File: src/include/rpd_pkg.sv
// Purpose: Constants and types for the reset sequencer and PHY energy power-down
// Assumes: 125 MHz mclk, Avalon-MM register slave with waitrequest
// Notes: Register offsets are byte addresses of 32-bit words
package rpd_pkg;
    localparam int unsigned CLK_MHZ = 125;
    // Times in their own units
    localparam int unsigned POR_MAX_MS = 25;
    localparam int unsigned STRAP_TYP_MS = 15;
    localparam int unsigned GLOBAL_SOFT_RESET_BIT_NS = 2000;
    localparam int unsigned PHY_RST_US = 100;
    localparam int unsigned PHY_REG_RST_US = 100;
    localparam int unsigned EEPROM_PROBE_US = 10;
    // Cycle counts; nanosecond times round down
    localparam int unsigned POR_CYC = POR_MAX_MS * 1000 * CLK_MHZ;
    localparam int unsigned STRAP_CYC = STRAP_TYP_MS * 1000 * CLK_MHZ;
    localparam int unsigned GLOBAL_SOFT_RESET_BIT_CYC = (GLOBAL_SOFT_RESET_BIT_NS * CLK_MHZ) / 1000;
    localparam int unsigned PHY_RST_CYC = PHY_RST_US * CLK_MHZ;
    localparam int unsigned PHY_REG_RST_CYC = PHY_REG_RST_US * CLK_MHZ;
    localparam int unsigned EEPROM_CYC = EEPROM_PROBE_US * CLK_MHZ;
    localparam int CNT_W = 24;
    // Register byte offsets
    localparam logic [7:0] OFS_HARDWARE_CONFIG_REG = 8'h00;
    localparam logic [7:0] OFS_PMT = 8'h04;
    localparam logic [7:0] OFS_E2P = 8'h08;
    localparam logic [7:0] OFS_PHY_BCR = 8'h0c;
    localparam logic [7:0] OFS_PHY_MODE = 8'h10;
    localparam logic [7:0] OFS_PHY_INT = 8'h14;
    localparam logic [7:0] OFS_PHY_BSR = 8'h18;
    localparam logic [7:0] OFS_STATUS = 8'h1c;
    // Field positions
    localparam int GLOBAL_SOFT_RESET_BIT_BIT = 0;
    localparam int READY_BIT = 0;
    localparam int PHY_RST_BIT = 10;
    localparam int E2P_BUSY_BIT = 31;
    localparam int BCR_RST_BIT = 15;
    localparam int EDPD_BIT = 13;
    localparam int ENERGY_BIT = 1;
    localparam int LINK_BIT = 2;
    localparam int STRAP_W = 4;
    localparam logic [31:0] UNMAPPED_DATA = 32'h0000_0000;
    localparam logic [31:0] ZERO32 = 32'h0000_0000;

    typedef enum logic [1:0] {RPD_RUN, RPD_POR, RPD_PIN, RPD_SOFT} rpd_seq_type;

    // Block-level reset outputs grouped together
    typedef struct packed {
        logic pll;
        logic host_bus_interface;
        logic kept;
        logic mac_interface_layer;
        logic mac;
        logic phy;
    } rpd_rst_type;
endpackage : rpd_pkg

File: src/rtl/rpd_reset_seq.sv
// Purpose: Reset sequencing, readiness, soft and PHY resets, energy-detect power-down
// Assumes: One clock mclk, sys_rst synchronous active high stands for power-on
// Notes: Pins from outside pass two flip-flops; outputs come from flip-flops
`timescale 1ns/10ps
module rpd_reset_seq
    import rpd_pkg::*;
#(
    parameter int unsigned POR_CYCLES = POR_CYC,
    parameter int unsigned STRAP_CYCLES = STRAP_CYC,
    parameter int unsigned PHY_RST_CYCLES = PHY_RST_CYC,
    parameter int unsigned PHY_REG_RST_CYCLES = PHY_REG_RST_CYC
) (
    input wire logic mclk,
    input wire logic sys_rst,
    input wire logic clk_en,
    input wire logic hw_reset_pin_low,
    input wire logic [STRAP_W-1:0] strap_in,
    input wire logic line_energy_raw,
    input wire logic eeprom_present,
    input wire logic [7:0] avs_address,
    input wire logic avs_read,
    input wire logic avs_write,
    input wire logic [31:0] avs_writedata,
    input wire logic [3:0] avs_byteenable,
    output logic [31:0] avs_readdata,
    output logic avs_waitrequest,
    output rpd_rst_type blk_rst,
    output logic eeprom_reload,
    output logic [STRAP_W-1:0] strap_latched,
    output logic phy_powered,
    output logic phy_tx_enable,
    output logic energy_irq
);
    // Synchronisers for pins
    logic [2:0] sync_a;
    logic [2:0] sync_b;
    logic [STRAP_W-1:0] strap_a;
    logic [STRAP_W-1:0] strap_b;
    logic pin_low_s;
    logic energy_s;
    logic eeprom_s;
    logic pin_low_d;
    // Sequencer
    rpd_seq_type seq;
    rpd_seq_type next_seq;
    logic [CNT_W-1:0] seq_cnt;
    logic [CNT_W-1:0] strap_cnt;
    logic strap_wait;
    logic ready;
    logic soft_bit;
    // PHY reset timers
    logic phy_rst_bit;
    logic bcr_rst_bit;
    logic [CNT_W-1:0] phy_cnt;
    logic [CNT_W-1:0] bcr_cnt;
    // Energy detect
    logic edpd_en;
    logic energy_int_en;
    logic energy_flag;
    logic energy_d;
    logic phy_up;
    logic link_up;
    // EEPROM probe
    logic e2p_busy;
    logic [CNT_W-1:0] e2p_cnt;
    // Bus
    logic wait_q;

    // Synchroniser reset value; the pin bit idles high
    localparam logic [2:0] SYNC_IDLE = 3'h1;

    // Two flip-flops on outside inputs
    // Pin bit resets to its idle level, so no false pin edge follows reset
    always_ff @(posedge mclk) begin
        if (sys_rst) begin
            sync_a <= SYNC_IDLE;
            sync_b <= SYNC_IDLE;
            strap_a <= '0;
            strap_b <= '0;
        end else if (clk_en) begin
            sync_a <= {eeprom_present, line_energy_raw, hw_reset_pin_low};
            sync_b <= sync_a;
            strap_a <= strap_in;
            strap_b <= strap_a;
        end
    end
    // Synchronised levels; the pin is active low
    assign pin_low_s = ~sync_b[0];
    assign energy_s = sync_b[1];
    assign eeprom_s = sync_b[2];

    // Bus decode
    // Writes are refused until ready; reads always answer so ready can be polled
    wire bus_req = (avs_read | avs_write) & wait_q;
    wire wr_ok = avs_write & ~wait_q & ready;
    wire be_lo = avs_byteenable[0];
    wire be_hi = avs_byteenable[1];
    wire wr_hardware_config_reg = wr_ok & (avs_address == OFS_HARDWARE_CONFIG_REG) & be_lo;
    wire wr_pmt = wr_ok & (avs_address == OFS_PMT) & be_hi;
    wire wr_bcr = wr_ok & (avs_address == OFS_PHY_BCR) & be_hi;
    wire wr_mode = wr_ok & (avs_address == OFS_PHY_MODE) & be_hi;
    wire wr_int = wr_ok & (avs_address == OFS_PHY_INT) & be_lo;
    // Self-clearing reset starts
    wire start_soft = wr_hardware_config_reg & avs_writedata[GLOBAL_SOFT_RESET_BIT_BIT];
    wire start_phy = wr_pmt & avs_writedata[PHY_RST_BIT];
    wire start_bcr = wr_bcr & avs_writedata[BCR_RST_BIT];
    // Pin reset start, for the strap latch
    wire pin_start = pin_low_s & ~pin_low_d;
    wire seq_done = (seq_cnt == '0);

    // Next sequencer state; pin wins over soft reset
    // Power-on ignores the pin: its own timer must run out first
    always_comb begin
        next_seq = seq;
        case (seq)
            RPD_POR: if (seq_done) next_seq = RPD_RUN;
            RPD_PIN: if (!pin_low_s) next_seq = RPD_RUN;
            RPD_SOFT: begin
                if (pin_low_s) next_seq = RPD_PIN;
                else if (seq_done) next_seq = RPD_RUN;
            end
            RPD_RUN: begin
                if (pin_low_s) next_seq = RPD_PIN;
                else if (start_soft) next_seq = RPD_SOFT;
            end
            default: next_seq = RPD_POR;
        endcase
    end

    // Sequencer, ready flag and cycle counter
    // Ready follows the next state, so it drops the cycle a reset starts
    always_ff @(posedge mclk) begin
        if (sys_rst) begin
            seq <= RPD_POR;
            seq_cnt <= CNT_W'(POR_CYCLES - 1);
            ready <= 1'b0;
            pin_low_d <= 1'b0;
        end else if (clk_en) begin
            seq <= next_seq;
            pin_low_d <= pin_low_s;
            if (next_seq == RPD_SOFT && seq != RPD_SOFT) begin
                seq_cnt <= CNT_W'(GLOBAL_SOFT_RESET_BIT_CYC - 1);
            end else if (!seq_done) begin
                seq_cnt <= seq_cnt - 1'b1;
            end
            ready <= (next_seq == RPD_RUN);
        end
    end
    // Soft reset bit reads 1 for the whole soft reset
    assign soft_bit = (seq == RPD_SOFT);

    // Strap latch after power-on and on pin assertion
    // A pin edge latches at once; the power-on latch waits its settle time
    always_ff @(posedge mclk) begin
        if (sys_rst) begin
            strap_wait <= 1'b1;
            strap_cnt <= CNT_W'(STRAP_CYCLES - 1);
            strap_latched <= '0;
        end else if (clk_en) begin
            if (pin_start) begin
                strap_latched <= strap_b;
            end else if (strap_wait && seq == RPD_RUN) begin
                if (strap_cnt == '0) begin
                    strap_latched <= strap_b;
                    strap_wait <= 1'b0;
                end else begin
                    strap_cnt <= strap_cnt - 1'b1;
                end
            end
        end
    end

    // Block resets per source
    // Soft reset spares the PLL, the kept registers and the PHY
    always_ff @(posedge mclk) begin
        if (sys_rst) begin
            blk_rst <= '1;
        end else if (clk_en) begin
            blk_rst.pll <= (seq == RPD_POR) | (seq == RPD_PIN);
            blk_rst.kept <= (seq == RPD_POR) | (seq == RPD_PIN);
            blk_rst.host_bus_interface <= (seq != RPD_RUN);
            blk_rst.mac_interface_layer <= (seq != RPD_RUN);
            blk_rst.mac <= (seq != RPD_RUN);
            blk_rst.phy <= (seq == RPD_POR) | (seq == RPD_PIN) | phy_rst_bit | bcr_rst_bit;
        end
    end

    // EEPROM reload pulse and probe busy window
    // Busy spans the whole reset, so the host never sees an early clear
    // End of a power-on, pin or soft reset
    wire reset_end = (seq != RPD_RUN) & (next_seq == RPD_RUN);
    always_ff @(posedge mclk) begin
        if (sys_rst) begin
            eeprom_reload <= 1'b0;
            e2p_busy <= 1'b1;
            e2p_cnt <= '0;
        end else if (clk_en) begin
            eeprom_reload <= reset_end & eeprom_s;
            if (seq != RPD_RUN) begin
                e2p_busy <= 1'b1;
                e2p_cnt <= CNT_W'(EEPROM_CYC - 1);
            end else if (e2p_cnt != '0) begin
                e2p_cnt <= e2p_cnt - 1'b1;
            end else begin
                e2p_busy <= 1'b0;
            end
        end
    end

    // PHY-only resets with self-clearing bits
    // A full reset cancels a pending PHY-only reset; it resets the PHY itself
    always_ff @(posedge mclk) begin
        if (sys_rst) begin
            phy_rst_bit <= 1'b0;
            bcr_rst_bit <= 1'b0;
            phy_cnt <= '0;
            bcr_cnt <= '0;
        end else if (clk_en) begin
            if (seq == RPD_PIN || seq == RPD_POR) begin
                phy_rst_bit <= 1'b0;
                bcr_rst_bit <= 1'b0;
            end else begin
                if (start_phy) begin
                    phy_rst_bit <= 1'b1;
                    phy_cnt <= CNT_W'(PHY_RST_CYCLES - 1);
                end else if (phy_rst_bit && phy_cnt == '0) begin
                    phy_rst_bit <= 1'b0;
                end else if (phy_rst_bit) begin
                    phy_cnt <= phy_cnt - 1'b1;
                end
                if (start_bcr) begin
                    bcr_rst_bit <= 1'b1;
                    bcr_cnt <= CNT_W'(PHY_REG_RST_CYCLES - 1);
                end else if (bcr_rst_bit && bcr_cnt == '0) begin
                    bcr_rst_bit <= 1'b0;
                end else if (bcr_rst_bit) begin
                    bcr_cnt <= bcr_cnt - 1'b1;
                end
            end
        end
    end

    // Energy-detect power-down and wake flag
    // A PHY reset returns the mode bits and the flag to their defaults
    wire phy_in_rst = blk_rst.phy;
    wire energy_rise = energy_s & ~energy_d;
    wire energy_clr = wr_int & avs_writedata[ENERGY_BIT];
    always_ff @(posedge mclk) begin
        if (sys_rst) begin
            edpd_en <= 1'b0;
            energy_int_en <= 1'b0;
            energy_flag <= 1'b0;
            energy_d <= 1'b0;
            phy_up <= 1'b1;
            link_up <= 1'b0;
        end else if (clk_en) begin
            energy_d <= energy_s;
            if (phy_in_rst) begin
                edpd_en <= 1'b0;
                energy_int_en <= 1'b0;
                energy_flag <= 1'b0;
                phy_up <= 1'b1;
                link_up <= 1'b0;
            end else begin
                if (wr_mode) edpd_en <= avs_writedata[EDPD_BIT];
                if (wr_mode) energy_int_en <= avs_writedata[ENERGY_BIT];
                // Set wins over clear
                if (edpd_en && energy_rise) energy_flag <= 1'b1;
                else if (energy_clr) energy_flag <= 1'b0;
                // Powered while energy present or mode off; rising edge wakes
                phy_up <= ~edpd_en | energy_s;
                link_up <= energy_s & phy_up;
            end
        end
    end

    // Outputs from flip-flops
    // Transmit is off from one cycle after the PHY reset output rises until one cycle after it falls
    always_ff @(posedge mclk) begin
        if (sys_rst) begin
            phy_powered <= 1'b1;
            phy_tx_enable <= 1'b0;
            energy_irq <= 1'b0;
        end else if (clk_en) begin
            phy_powered <= phy_up;
            phy_tx_enable <= phy_up & ~phy_in_rst;
            energy_irq <= energy_flag & energy_int_en;
        end
    end

    // Read mux
    // Unmapped offsets read as zero; no read has a side effect
    logic [31:0] rd_mux;
    always_comb begin
        case (avs_address)
            OFS_HARDWARE_CONFIG_REG: rd_mux = ZERO32 | (32'(soft_bit) << GLOBAL_SOFT_RESET_BIT_BIT);
            OFS_PMT: rd_mux = (32'(phy_rst_bit) << PHY_RST_BIT) | 32'(ready);
            OFS_E2P: rd_mux = 32'(e2p_busy) << E2P_BUSY_BIT;
            OFS_PHY_BCR: rd_mux = 32'(bcr_rst_bit) << BCR_RST_BIT;
            OFS_PHY_MODE: rd_mux = (32'(edpd_en) << EDPD_BIT) | (32'(energy_int_en) << ENERGY_BIT);
            OFS_PHY_INT: rd_mux = 32'(energy_flag) << ENERGY_BIT;
            OFS_PHY_BSR: rd_mux = 32'(link_up) << LINK_BIT;
            OFS_STATUS: rd_mux = {ZERO32[31:STRAP_W+1], strap_latched, energy_s};
            default: rd_mux = UNMAPPED_DATA;
        endcase
    end

    // Avalon slave: one wait cycle, then answer
    // Wait stays high between requests, so every access takes two cycles
    always_ff @(posedge mclk) begin
        if (sys_rst) begin
            wait_q <= 1'b1;
            avs_readdata <= ZERO32;
        end else if (clk_en) begin
            wait_q <= ~bus_req;
            if (bus_req && avs_read) avs_readdata <= rd_mux;
        end
    end
    assign avs_waitrequest = wait_q;
endmodule : rpd_reset_seq

File: config.mk
export PLATFORM = sky130hd
export DESIGN_NAME = rpd_reset_seq
export DESIGN_NICKNAME = d
export VERILOG_FILES = /design/src/include/rpd_pkg.sv /design/src/rtl/rpd_reset_seq.sv
export SDC_FILE = /design/constraint.sdc
export NUM_CORES = 1
export LEC_CHECK = 0
export ABC_AREA = 1
export ABC_CLOCK_PERIOD_IN_PS = 2100
export BUFFER_PORTS_ARGS = -buffer_cell sky130_fd_sc_hd__buf_4
export CAP_MARGIN = 0
export CORE_ASPECT_RATIO = 2
export CORE_MARGIN = 8
export CORE_UTILIZATION = 25
export DETAILED_ROUTE_END_ITERATION = 8
export HOLD_SLACK_MARGIN = 0.15
export PLACE_DENSITY_LB_ADDON = 0.15
export SLEW_MARGIN = 20
export SYNTH_ARGS = -nofsm -noshare
export SYNTH_HDL_FRONTEND = slang
export SYNTH_SLANG_ARGS = --single-unit
File: constraint.sdc
create_clock -name mclk -period 2.1 [get_ports mclk]
set_input_delay 0.42 -clock mclk [delete_from_list [all_inputs] [get_ports mclk]]
set_output_delay 0.42 -clock mclk [all_outputs]
set_load 0.1 [all_outputs]
Word-level counts from Yosys, hierarchy flattened
Cells that the tools add are included.
W data, S select, Z words.
Operators by class
  add/subtract/negate cells: 5
  equality and inequality tests: 16
  muxes and demuxes: 37
  bitwise operators: 41
  reductions and logical operators: 38
Operators by type and width (number)
  $pmux W32 S8: 1
  $mux W24: 10
  $sub A24 B1 Y24 const B: 5
  $logic_not A24 Y1: 4
  $eq A8 B5 Y1 const B: 4
  $and A1 B1 Y1: 24
  $reduce_bool A24 Y1: 1
  $mux W1: 17
  $eq A8 B4 Y1 const B: 2
  $reduce_and A2 Y1: 8
  $reduce_and A4 Y1: 4
  $or A14 B2 Y14: 1
  $reduce_bool A2 Y1: 7
  $mux W4: 3
  $or A11 B1 Y11: 1
  $mux W2: 5
  $not A1 Y1: 10
  $reduce_bool A3 Y1: 3
  $eq A8 B3 Y1 const B: 1
  $logic_not A8 Y1: 1
  $ne A2 B2 Y1 const B: 4
  $pmux W2 S4: 1
  $eq A2 B2 Y1 const B: 3
  $logic_and A1 B1 Y1: 6
  other kinds (6): 11
Word-level totals
  bits in registers: 192
  bits of input ports: 56
  output and inout port bits: 47
  logic and storage cells: 169

Depth between registers and ports, before layout
Gate-level depths: netlist of the first run.
  word-level depth: 13
  depth in mapped cells: 16
  gate-level depth less buffers: 15

Worst setup path after synthesis of the first run
Ideal clock, no wire load.
  path kind: register to register
  start: register wait_q, in the netlist avs_waitrequest
  end: register seq_cnt[6]
  library setup time: 0.113 ns
  arrival time: 2.084 ns
  data required time: 1.987 ns
  path slack: -0.097 ns
  stages on the path, launching flop included: 15
  buffers on the path: 1
  clock period less this slack: 2.197 ns
  path through: dfxtp_1 > nor2_1 > nand2_1 > nor2_1 > nand2_1 > nand2_1 > a21oi_1 > nand2_1 > nand3_4 > o21bai_4 > nand2_4 > buf_6 > nand2_1 > nand2_1 > nor2_1
On the way
  cells in the longest elaborated chain, start to end: 13
  elaborated cells on any way between the ends: 14
  classes of those cells: 2 x eq/ne; 4 x mux; 6 x bitwise; 2 x reduce/logical
Ends and longest elaborated chain
  from (decl): RTL line rpd_reset_seq.sv:67  | logic wait_q;
  from (signal assigned): RTL line rpd_reset_seq.sv:315  | wait_q <= ~bus_req;
  $not A1 Y1 (*): RTL line rpd_reset_seq.sv:95  | wire wr_ok = avs_write & ~wait_q & ready;
  $and A1 B1 Y1 (*) (2 in series): RTL line rpd_reset_seq.sv:95
  $and A1 B1 Y1 (*) (2 in series): RTL line rpd_reset_seq.sv:98  | wire wr_hardware_config_reg = wr_ok & (avs_address == OFS_HARDWARE_CONFIG_REG) & be_lo;
  $and A1 B1 Y1 (*): RTL line rpd_reset_seq.sv:104  | wire start_soft = wr_hardware_config_reg & avs_writedata[GLOBAL_SOFT_RESET_BIT_BIT];
  $mux W2 (*): RTL line rpd_reset_seq.sv:124  | else if (start_soft) next_seq = RPD_SOFT;
  $mux W2 (*): RTL line rpd_reset_seq.sv:123  | if (pin_low_s) next_seq = RPD_PIN;
  $pmux W2 S4 (*): RTL line rpd_reset_seq.sv:115  | case (seq)
  $eq A2 B2 Y1 (*): RTL line rpd_reset_seq.sv:141  | if (next_seq == RPD_SOFT && seq != RPD_SOFT) begin
  $logic_and A1 B1 Y1 (*): RTL line rpd_reset_seq.sv:141
  $ne A2 B1 Y1 (no line)
  $reduce_and A2 Y1 (no line)
  to (signal assigned): RTL line rpd_reset_seq.sv:135  | seq_cnt <= CNT_W'(POR_CYCLES - 1);
  to (signal assigned): RTL line rpd_reset_seq.sv:142  | seq_cnt <= CNT_W'(GLOBAL_SOFT_RESET_BIT_CYC - 1);
  to (signal assigned): RTL line rpd_reset_seq.sv:144  | seq_cnt <= seq_cnt - 1'b1;
  to (decl): RTL line rpd_reset_seq.sv:46  | logic [CNT_W-1:0] seq_cnt;
Every way passes the cells marked *; elsewhere a longest branch is shown, timed or not.
A chain may end at the register's enable or synchronous reset.

Worst setup path after layout of the first run
  start: register seq_cnt[1]
  end: register seq_cnt[17]
On the way
  cells in the longest elaborated chain, start to end: 8
  elaborated cells on any way between the ends: 11
  classes of those cells: 1 x add/sub; 2 x eq/ne; 5 x mux; 3 x reduce/logical
Ends and longest elaborated chain
  $logic_not A24 Y1: RTL line rpd_reset_seq.sv:109  | wire seq_done = (seq_cnt == '0);
  $mux W2: RTL line rpd_reset_seq.sv:116, rpd_reset_seq.sv:120
  $mux W2: RTL line rpd_reset_seq.sv:119  | if (pin_low_s) next_seq = RPD_PIN;
  $pmux W2 S4: RTL line rpd_reset_seq.sv:115
  $eq A2 B2 Y1: RTL line rpd_reset_seq.sv:141
  $logic_and A1 B1 Y1: RTL line rpd_reset_seq.sv:141
  $ne A2 B1 Y1 (no line)
  $reduce_and A2 Y1 (no line)
Parallel ways exist; a longest one is shown, timed or not. The select of a mux whose other input is x is not followed.

==> summary.md, run 1 <==
| Metric | Value |
|---|---|
| Total die area | `42900 sq um` |
| Crit. End Element | `flip-flop` |
| RSZ-0062 raised after global routing | `true` |
| Sequential share of power | `0.404` |
| Sw frac | `0.302` |
| Synthesized-area fraction occupied by adder cells | `0.0124` |
| Detailed-route DRC error count | `0` |
| Synthesis warning total | `0` |
| Worst r2r src | `seq_cnt[1]$_SDFFE_PP1P_` |
| Synth Area per Inst | `6.75 sq um` |
| Mux cell area share after synthesis | `0` |
| CP max stage delay | `0.33 ns` |
| GRT Residual Overflow | `0` |
| Fin nets | `1568` |
| Reg2Reg Depth | `12` |
| Clock Tree Buf Depth | `2` |
| Cell Chain, Critical Path | `buf_4 > nor2_2 > nand2_2 > nor2_4 > nand3_2 > nor3_4 > buf_4 > nand3b_1 > xor2_1 > nor2_1 > nand3_1 > nand3_1` |
| CP startpoint kind | `flip-flop` |
| Largest net degree at the start of global routing | `61` |
| Cell taking the most area after synthesis | `dfxtp_1` |
| Routed wire length per instance | `14.9 microns` |
| Fin Clk Skew | `0.0146 ns` |
| Cell count after synthesis | `1341` |
| Hold Fails Final Rpt | `0` |
| Multi-input gate area | `5100 sq um` |
| CP max stage cell | `nor3_4` |
| Worst slew margin | `0.533` |
| Via density | `4.50` |
| Critical Path Start | `seq_cnt[1]$_SDFFE_PP1P_` |
| Fin util | `0.327` |
| Combinational Power Share | `0.176` |
| Power Dens Cells | `729 nW/um^2` |
| Worst reg2reg setup slack | `0.08 ns` |
| Die H | `285 microns` |
| H-tree lvl count | `4` |
| Setup Total Neg Slack | `0 ns` |
| Max FO, Critical Path | `3` |
| Complex-gate fraction of the synthesized area | `0.120` |
| Seq/Total Area, Yosys | `0.374` |
| Crit path time final | `2.02 ns` |
| Clock root cell | `clkbuf_16` |
| Hold endpoint | `strap_a[0]$_SDFFE_PP0P_` |
| Synth Area in Simple Gates | `0.350` |
| Layout cells sized above 1 | `0.203` |
| Max_cap viols | `0` |
| Max frequency | `496 MHz` |
| CP top delay family | `simple AND/OR/NAND/NOR gates` |
| Fillers | `3916` |
| Post-Syn Area | `9050 sq um` |
| Pins over their slew limit | `0` |
| Starting Density | `0.254` |
| Syn-to-layout area delta | `29.0%` |
| Cell count of the worst hold path | `3` |
| Count leader, synth | `nand2_1` |
| Total internal power | `5.94 mW` |
| Hold_sp | `strap_in[0]` |
| GPL Wtd Cong | `0.838` |
| Drt pass-1 iters | `4` |
| # IOs | `103` |
| Initial antenna violation count | `0` |
| Antenna Nets Post-Route | `0` |
| Status | `completed` |
| EDFF count, synth | `0` |
| Num rows | `98` |
| Buffers added on ports | `50` |
| Clk sinks | `169` |
| Worst path buffer plus inverter count | `2` |
| NetSw | `2.57 mW` |
| Maximum vdd drop | `0.525 mV` |
| Final period utilization | `0.961` |
| Aggregate routed wire length | `29300 microns` |
| Worst Setup Path Type | `flip-flop to flip-flop` |
| Post-synthesis async set-or-reset flop share | `0` |
| R2R Path End | `seq_cnt[17]$_SDFFE_PP1P_` |
| Final setup viols | `0` |
| Predominant post-synthesis flop cell | `dfxtp_1` |
| Layout Cells excl Fill | `1966` |
| #FFs+latches synth | `169` |
| CP required | `2.49 ns` |
| DRT iter0 DRCs | `361` |
| Cts hold-fix bufs | `0` |
| Vias | `8855` |
| WP data arrival | `2.41 ns` |
| Clock share of power | `0.420` |
| Hold/Removal Path Class | `input pin to flip-flop` |
| First-pass GRT wire length | `45700 microns` |
| Top post-synthesis cells by count | `259 x nand2_1, 243 x nor2_1, 169 x dfxtp_1, 133 x inv_1, 101 x a21oi_1` |
| Worst-Margin Slew | `0.700 ns` |
| Leakage | `5.26 nW` |
| Vias in the first global route | `8951` |
| Main combinational cell family by area after synthesis | `simple AND/OR/NAND/NOR gates` |
| CTS tree | `done` |
| Top post-synthesis cells by area | `dfxtp_1 37%, nand2_1 11%, nor2_1 10%` |
| CTS clock-pin slew for the worst setup and hold paths | `0.08 ns` |
| Post-DP HPWL | `22400 microns` |
| Register area | `3390 sq um` |
| Core area | `35700 sq um` |
| Inst Count DP | `1916` |
| GRT Total Usage | `0.138` |
| TritonCTS Buffers | `17` |
| Top cell type's share of synthesized area | `0.374` |
| Clk_lat worst skew | `0.46 ns` |
| Netlist cell types | `44` |
| # diodes | `0` |
| Die width | `151 microns` |
| XOR/XNOR Fraction of Synth Area | `0.0426` |
[layer usage]
metal  global-route usage  share of wire
met1                0.125           0.35
met2                0.282           0.59
met3               0.0203          0.028
met4               0.0653          0.027
met5                    0              0
[cell type report]
class / count / share of cell area
multi-input cells: 994 / 0.437
flip-flops and latches: 169 / 0.290
repair buffers: 182 / 0.123
well taps: 450 / 0.0482
inverters: 139 / 0.0452
clock buffers: 18 / 0.0368
clock inverters: 14 / 0.0188
[power groups by stage]
| stage | clock network, mW | logic, mW | registers, mW |
|---|---|---|---|
| floorplan | 0 | 0.911 | 3.58 |
| global placement | 0 | 1.43 | 3.51 |
| detailed placement | 0 | 1.43 | 3.51 |
| CTS | 3.68 | 1.45 | 3.43 |
| global route | 3.79 | 1.64 | 3.46 |
| finish | 3.57 | 1.50 | 3.44 |
[worst max path at each step]
| stage | end | slack, ns | cells past startpoint |
|---|---|---|---|
| after floorplan | bcr_cnt[21]$_SDFFE_PP0P_ | 0.02 | 11 |
| final | seq_cnt[17]$_SDFFE_PP1P_ | 0.08 | 12 |
| after global routing | seq_cnt[1]$_SDFFE_PP1P_ | -0.03 | 14 |
| after global placement | seq_cnt[23]$_SDFFE_PP0P_ | -0.18 | 13 |
| after CTS | e2p_cnt[21]$_SDFFE_PP0P_ | -0.009 | 13 |
| after detailed placement | seq_cnt[23]$_SDFFE_PP0P_ | -0.19 | 13 |
[logic make-up after synthesis]
kind of cell	Yosys count
AOI/OAI and AO/OA	203
xor gates and xnor gates	44
adders and majority gates	9
buffers and inverters	202
DFF	169
other	1
and+or+nand+nor	713
[per-stage QoR]
| stage | setup slack (ns) | hold slack [ns] | total power [mW] | area, sq um |
|---|---|---|---|---|
| finish | 0.0820 | 0.185 | 8.51 | 11700 |
| global route | -0.0295 | 0.178 | 8.89 | 11700 |
| CTS | -0.00868 | 0.168 | 8.56 | 11300 |
| detailed placement | -0.193 | 0.442 | 4.94 | 10600 |
| global placement | -0.176 | 0.439 | 4.94 | 10600 |
| floorplan | 0.0191 | 0.429 | 4.49 | 9140 |
[flip-flops by register name (all words and copies together) (netlist names), 2 cells and up]
name / flops
avs_readdata: 9
bcr_cnt: 24
blk_rst: 2
e2p_cnt: 24
phy_cnt: 24
seq: 2
seq_cnt: 24
strap_a: 4
strap_b: 4
strap_cnt: 24
strap_latched: 4
sync_a: 3
sync_b: 3
[layout by cell type (no fill, tap or decap), types with 21 or more instances in the layout]
cell type  count
nand3_1       78
xor2_1        32
inv_1        128
nor3_1        31
dfxtp_1      164
nand2_1      249
nand4_1       21
buf_4        174
nor2_1       227
a21oi_1      101
conb_1        23
o21ai_0       71
[worst min-delay path: stages]
cell,delay [ns]
buf_4,0.07
nor2_1,0.04
nor2_1,0.08
[repair_timing]
action | CTS | global route
endpoints found under the setup margin | 33 | 82
buffers inserted | 4 | 11
gates cloned | 0 | 3
hold endpoints to repair | 0 | 0
pin swaps | 2 | 19
resized for setup | 11 | 67
Power figures use the tool's default switching activity.
==> inputs of run 2 (changes only) <==
--- a/config.mk
+++ b/config.mk
@@ -9,12 +9,14 @@
 export ABC_CLOCK_PERIOD_IN_PS = 2100
 export BUFFER_PORTS_ARGS = -buffer_cell sky130_fd_sc_hd__buf_4
 export CAP_MARGIN = 0
+export CELL_PAD_IN_SITES_DETAIL_PLACEMENT = 0
+export CELL_PAD_IN_SITES_GLOBAL_PLACEMENT = 1
 export CORE_ASPECT_RATIO = 2
 export CORE_MARGIN = 8
 export CORE_UTILIZATION = 25
 export DETAILED_ROUTE_END_ITERATION = 8
-export HOLD_SLACK_MARGIN = 0.15
-export PLACE_DENSITY_LB_ADDON = 0.15
+export HOLD_SLACK_MARGIN = 0.03
+export PLACE_DENSITY_LB_ADDON = 0.1
 export SLEW_MARGIN = 20
 export SYNTH_ARGS = -nofsm -noshare
 export SYNTH_HDL_FRONTEND = slang
==> summary.md, run 2 (synthesized netlist as in run 1, its figures left out) <==
| Metric | Value |
|---|---|
| Status | `completed` |
| Multi-input gate area | `5120 sq um (+0.32%)` |
| Cell count of the worst hold path | `3 (unchanged)` |
| Core area | `35700 sq um (unchanged)` |
| Total Power | `8.40 mW (-1.3%)` |
| Power Dens Cells | `709 nW/um^2 (-2.7%)` |
| Vias in the first global route | `8975 (+0.27%)` |
| Drt pass-1 iters | `4 (unchanged)` |
| Die H | `285 microns (unchanged)` |
| Final setup viols | `0 (unchanged)` |
| Die width | `151 microns (unchanged)` |
| Starting Density | `0.254 (unchanged)` |
| Maximum vdd drop | `0.623 mV (+19%)` |
| Critical Path Start | `seq[0]$_SDFFE_PP1P_` |
| Worst Setup Path Type | `flip-flop to flip-flop` |
| Hold Fails Final Rpt | `0 (unchanged)` |
| Initial antenna violation count | `0 (unchanged)` |
| Num rows | `98 (unchanged)` |
| Hold/Removal Path Class | `input pin to flip-flop` |
| R2R Path End | `seq_cnt[18]$_SDFFE_PP1P_` |
| Final worst slack | `0.120 ns (+0.0381 ns)` |
| Max_cap viols | `0 (unchanged)` |
| Routed wire length per instance | `15.9 microns (+6.8%)` |
| Crit. End Element | `flip-flop` |
| Final period utilization | `0.943 (-0.0181)` |
| Largest net degree at the start of global routing | `64 (+4.9%)` |
| Clk_lat worst skew | `0.45 ns (about the same)` |
| Post-DP HPWL | `24300 microns (+8.6%)` |
| Hold_sp | `strap_in[3]` |
| Clock root cell | `clkbuf_16` |
| Layout cells sized above 1 | `0.218 (+0.0159)` |
| Fin Clk Skew | `0.0126 ns (-0.00205 ns)` |
| Worst r2r src | `seq[0]$_SDFFE_PP1P_` |
| Dpl cell area | `10700 sq um (+1.6%)` |
| DRT iter0 DRCs | `312 (-14%)` |
| Hold endpoint | `strap_a[3]$_SDFFE_PP0P_` |
| Clk sinks | `169 (unchanged)` |
| # diodes | `0 (unchanged)` |
| Crit path time final | `1.98 ns (-0.0381 ns)` |
| Detailed-route DRC error count | `0 (unchanged)` |
| Aggregate routed wire length | `31600 microns (+7.8%)` |
| Vias | `8953 (+1.1%)` |
| Worst reg2reg setup slack | `0.12 ns (+0.04 ns)` |
| GRT Residual Overflow | `0 (unchanged)` |
| Clock Tree Buf Depth | `2 (unchanged)` |
| Pins over their slew limit | `0 (unchanged)` |
| Dpl ws | `-0.230 ns (-0.0371 ns)` |
| Reg2Reg Depth | `13 (+1)` |
| Fin nets | `1586 (+1.1%)` |
| Antenna Nets Post-Route | `0 (unchanged)` |
| Most common cell after layout, fill and taps aside | `nand2_1` |
| CTS clock-pin slew for the worst setup and hold paths | `0.07 ns (about the same)` |
| Via density | `4.51 (+0.19%)` |
| Buffers added on ports | `50 (unchanged)` |
| # IOs | `103 (unchanged)` |
| Max FO, Critical Path | `7 (+4)` |
| Register area | `3390 sq um (+0.15%)` |
| First-pass GRT wire length | `48700 microns (+6.6%)` |
| GRT Total Usage | `0.149 (+0.0108)` |
| Max frequency | `505 MHz (+1.9%)` |
| Setup Total Neg Slack | `0 ns (unchanged)` |
| WP data arrival | `2.31 ns (-0.10 ns)` |
| Most frequent cells in the layout | `248 x nand2_1, 227 x nor2_1, 186 x buf_4` |
| Syn-to-layout area delta | `30.9%` |
| TritonCTS Buffers | `17 (unchanged)` |
| H-tree lvl count | `4 (unchanged)` |
| Total die area | `42900 sq um (unchanged)` |
| CP required | `2.43 ns (-0.06 ns)` |
| CP startpoint kind | `flip-flop` |
| CTS tree | `done` |
| Leakage | `5.34 nW (+1.4%)` |
| Fillers | `3957 (+1.0%)` |
| Final Instance Area | `11800 sq um (+1.5%)` |
| GPL Wtd Cong | `0.801 (-4.4%)` |
run 2: worst max-delay path, cell delays in order, from the launching register on:
cell,delay (ns)
dfxtp_1,0.34
inv_1,0.08
buf_4,0.14
ha_1,0.20
nand3_1,0.08
nand2_1,0.08
a21oi_2,0.15
nand2_2,0.08
nand3_4,0.13
o21bai_4,0.11
buf_12,0.16
clkbuf_16,0.16
nand3_1,0.08
nand3_1,0.07
run 2: area by class of cell:
cell class                 count  share of cell area
multi-input combinational    995               0.432
sequential                   169               0.287
timing repair buffer         199               0.137
tap                          450              0.0475
inverter                     139              0.0445
clock buffer                  18              0.0371
clock inverter                14              0.0156
run 2: worst max-delay path by stage:
| stage | end | slack [ns] |
|---|---|---|
| detailed placement | seq_cnt[12]$_SDFFE_PP0P_ | -0.23 |
| floorplan | bcr_cnt[21]$_SDFFE_PP0P_ | 0.02 |
| global route | phy_cnt[5]$_SDFFE_PP0P_ | -0.02 |
| CTS | seq_cnt[4]$_SDFFE_PP0P_ | 0.004 |
| global placement | seq_cnt[22]$_SDFFE_PP0P_ | -0.24 |
| finish | seq_cnt[18]$_SDFFE_PP1P_ | 0.12 |
run 2: per-layer routing:
layer | GRT usage | routed length [microns] | share of wire
met1 | 0.139 | 11200 | 0.35
met2 | 0.305 | 18800 | 0.59
met3 | 0.0235 | 811 | 0.026
met4 | 0.0538 | 842 | 0.027
met5 | 0 | 0 | 0
run 2: power by group:
group	total, mW	internal (mW)	switching [mW]	leakage (nW)
sequential	3.44	3.33	0.108	1.38
clock	3.42	1.93	1.49	0.296
combinational	1.54	0.500	1.04	3.67
run 2: timing repair:
action	in CTS	in global routing
resized for setup	10	80
hold buffers	0	0
endpoints found under the setup margin	38	79
buffers inserted	1	13
gates cloned	0	4
pin swaps	2	29
run 2: stage by stage:
step,cells,util,hold WS [ns]
6_report,1984,0.332,0.189
5_1_grt,1984,0.332,0.195
4_1_cts,1967,0.320,0.165
3_5_place_dp,1934,0.301,0.451
3_3_place_gp,1934,0.301,0.441
2_1_floorplan,1363,-,0.429
==> inputs of run 3 (changes only) <==
--- a/config.mk
+++ b/config.mk
@@ -8,15 +8,15 @@
 export ABC_AREA = 1
 export ABC_CLOCK_PERIOD_IN_PS = 2100
 export BUFFER_PORTS_ARGS = -buffer_cell sky130_fd_sc_hd__buf_4
-export CAP_MARGIN = 0
 export CELL_PAD_IN_SITES_DETAIL_PLACEMENT = 0
 export CELL_PAD_IN_SITES_GLOBAL_PLACEMENT = 1
 export CORE_ASPECT_RATIO = 2
 export CORE_MARGIN = 8
 export CORE_UTILIZATION = 25
 export DETAILED_ROUTE_END_ITERATION = 8
+export GPL_TIMING_DRIVEN = 1
 export HOLD_SLACK_MARGIN = 0.03
-export PLACE_DENSITY_LB_ADDON = 0.1
+export PLACE_DENSITY = 0.64
 export SLEW_MARGIN = 20
 export SYNTH_ARGS = -nofsm -noshare
 export SYNTH_HDL_FRONTEND = slang
==> summary.md, run 3 (synthesized netlist as in run 1, its figures left out) <==
| Metric | Value |
|---|---|
| Status | `completed` |
| Most common cell after layout, fill and taps aside | `nand2_1` |
| Vias | `8877 (-0.85%)` |
| # IOs | `103 (unchanged)` |
| Final setup viols | `0 (unchanged)` |
| Cts hold-fix bufs | `0 (unchanged)` |
| Fillers | `3900 (-1.4%)` |
| Setup Total Neg Slack | `0 ns (unchanged)` |
| Via density | `4.57 (+1.2%)` |
| Crit. End Element | `flip-flop` |
| Pins over their slew limit | `0 (unchanged)` |
| Routed wire length per instance | `14.4 microns (-9.6%)` |
| Register area | `3390 sq um (-0.15%)` |
| Layout cells sized above 1 | `0.190 (-0.0283)` |
| Drt pass-1 iters | `5 (+1)` |
| Post-DP HPWL | `21200 microns (-13%)` |
| Clk_lat worst skew | `0.45 ns (about the same)` |
| Die H | `285 microns (unchanged)` |
| Initial antenna violation count | `0 (unchanged)` |
| Worst-Margin Slew | `0.790 ns` |
| Core area | `35700 sq um (unchanged)` |
| Hold/Removal Path Class | `input pin to flip-flop` |
| GRT Residual Overflow | `0 (unchanged)` |
| Largest net degree at the start of global routing | `63 (-1.6%)` |
| Most frequent cells in the layout | `252 x nand2_1, 223 x nor2_1, 164 x dfxtp_1` |
| Maximum vdd drop | `0.560 mV (-10%)` |
| Fin Clk Skew | `0.0159 ns (+0.00332 ns)` |
| Highest routed layer | `met4` |
| Starting Density | `0.254 (unchanged)` |
| Clk sinks | `169 (unchanged)` |
| Clock Tree Buf Depth | `2 (unchanged)` |
| Dpl ws | `-0.216 ns (+0.0138 ns)` |
| Power Dens Cells | `697 nW/um^2 (-1.6%)` |
| Aggregate routed wire length | `28000 microns (-11%)` |
| WP data arrival | `2.35 ns (+0.04 ns)` |
| Crit path time final | `1.98 ns (-0.00141 ns)` |
| Fin nets | `1546 (-2.5%)` |
| Met1 wire length | `10200 microns (-8.7%)` |
| Max FO, Critical Path | `6 (-1)` |
| CP required | `2.47 ns (+0.04 ns)` |
| Final period utilization | `0.942 (about the same)` |
| Vias in the first global route | `8885 (-1.0%)` |
| Final worst slack | `0.121 ns (+0.00141 ns)` |
| Detailed-route DRC error count | `0 (unchanged)` |
| Layout Cells excl Fill | `1944 (-2.0%)` |
| WHS | `0.195 ns (+0.00607 ns)` |
| Multi-input gate area | `5080 sq um (-0.83%)` |
| Hold Fails Final Rpt | `0 (unchanged)` |
| Clock root cell | `clkbuf_16` |
| Max frequency | `505 MHz (about the same)` |
| Leakage | `5.10 nW (-4.4%)` |
| Num rows | `98 (unchanged)` |
| GRT Total Usage | `0.132 (-0.0168)` |
| Met2 routed WL | `16200 microns (-14%)` |
| Total die area | `42900 sq um (unchanged)` |
| Metal3 WL | `822 microns (+1.4%)` |
| CTS tree | `done` |
| # diodes | `0 (unchanged)` |
| Worst slew margin | `0.473` |
| Syn-to-layout area delta | `26.0%` |
| GPL Wtd Cong | `0.866 (+8.1%)` |
| H-tree lvl count | `4 (unchanged)` |
| Antenna Nets Post-Route | `0 (unchanged)` |
| DRT iter0 DRCs | `319 (+2.2%)` |
| First-pass GRT wire length | `44200 microns (-9.3%)` |
| TritonCTS Buffers | `17 (unchanged)` |
| Die width | `151 microns (unchanged)` |
| Dpl cell area | `10500 sq um (-2.5%)` |
| CP startpoint kind | `flip-flop` |
| Inst Count DP | `1902 (-1.7%)` |
| Max_cap viols | `0 (unchanged)` |
| Final Instance Area | `11400 sq um (-3.7%)` |
| Worst Setup Path Type | `flip-flop to flip-flop` |
| Buffers added on ports | `50 (unchanged)` |
| CTS clock-pin slew for the worst setup and hold paths | `0.07 ns (about the same)` |
-- run 3: cell types whose count changed in the layout (fill, tap and decap cells not counted), moves of 3 or more --
cell,delta
buf_4,-34
nor2_2,+6
nand2_2,-5
nand2_1,+4
nor2_1,-4
a21oi_1,+3
a21oi_2,-3
buf_6,-3
clkinv_2,+3
o21ai_0,+3
o21ai_1,-3
-- run 3: critical path, stage by stage, from the launching register on --
cell     delay, ns
dfxtp_1       0.33
inv_1         0.10
ha_4          0.27
nor2_4        0.19
buf_4         0.16
nand4_2       0.14
nand2_4       0.15
buf_4         0.15
nand2_2       0.09
or2_0         0.22
a21oi_1       0.11
-- run 3: worst paths after layout --
check,slack [ns],end,startpoint,cells past startpoint
hold reg to reg,0.46,strap_wait$_SDFFE_PP1P_,strap_wait$_SDFFE_PP1P_,2
setup reg to reg,0.12,phy_cnt[14]$_SDFFE_PP0P_,seq[0]$_SDFFE_PP1P_,10
hold / removal,0.20,strap_a[2]$_SDFFE_PP0P_,strap_in[2],3
setup / recovery,0.12,phy_cnt[14]$_SDFFE_PP0P_,seq[0]$_SDFFE_PP1P_,10
-- run 3: through the flow --
step            util  power [mW]
2_1_floorplan      -        4.49
3_3_place_gp   0.294        4.86
3_5_place_dp   0.294        4.87
4_1_cts        0.311        8.00
5_1_grt        0.320        8.34
6_report       0.320        7.95
-- run 3: cell type report --
class	count	share of cell area
multi-input combinational	994	0.445
sequential	169	0.297
timing repair buffer	160	0.112
tap	450	0.0494
inverter	139	0.0465
clock buffer	19	0.0388
clock inverter	13	0.0105
-- run 3: where the power goes --
group	internal, mW	switching [mW]
Clock	1.67	1.43
Sequential	3.33	0.116
Combinational	0.429	0.972
-- run 3: repair_timing --
item | 4_1_cts | 5_1_grt
gates cloned | 0 | 2
setup buffers | 2 | 6
endpoints found under the setup margin | 45 | 75
gates resized for setup | 7 | 62
pin swaps | 1 | 14
-- run 3: metal layers --
metal,vias up,GRT usage
li1,4599,-
met1,4095,0.126
met2,141,0.260
met3,42,0.0255
met4,0,0.0570
met5,-,0
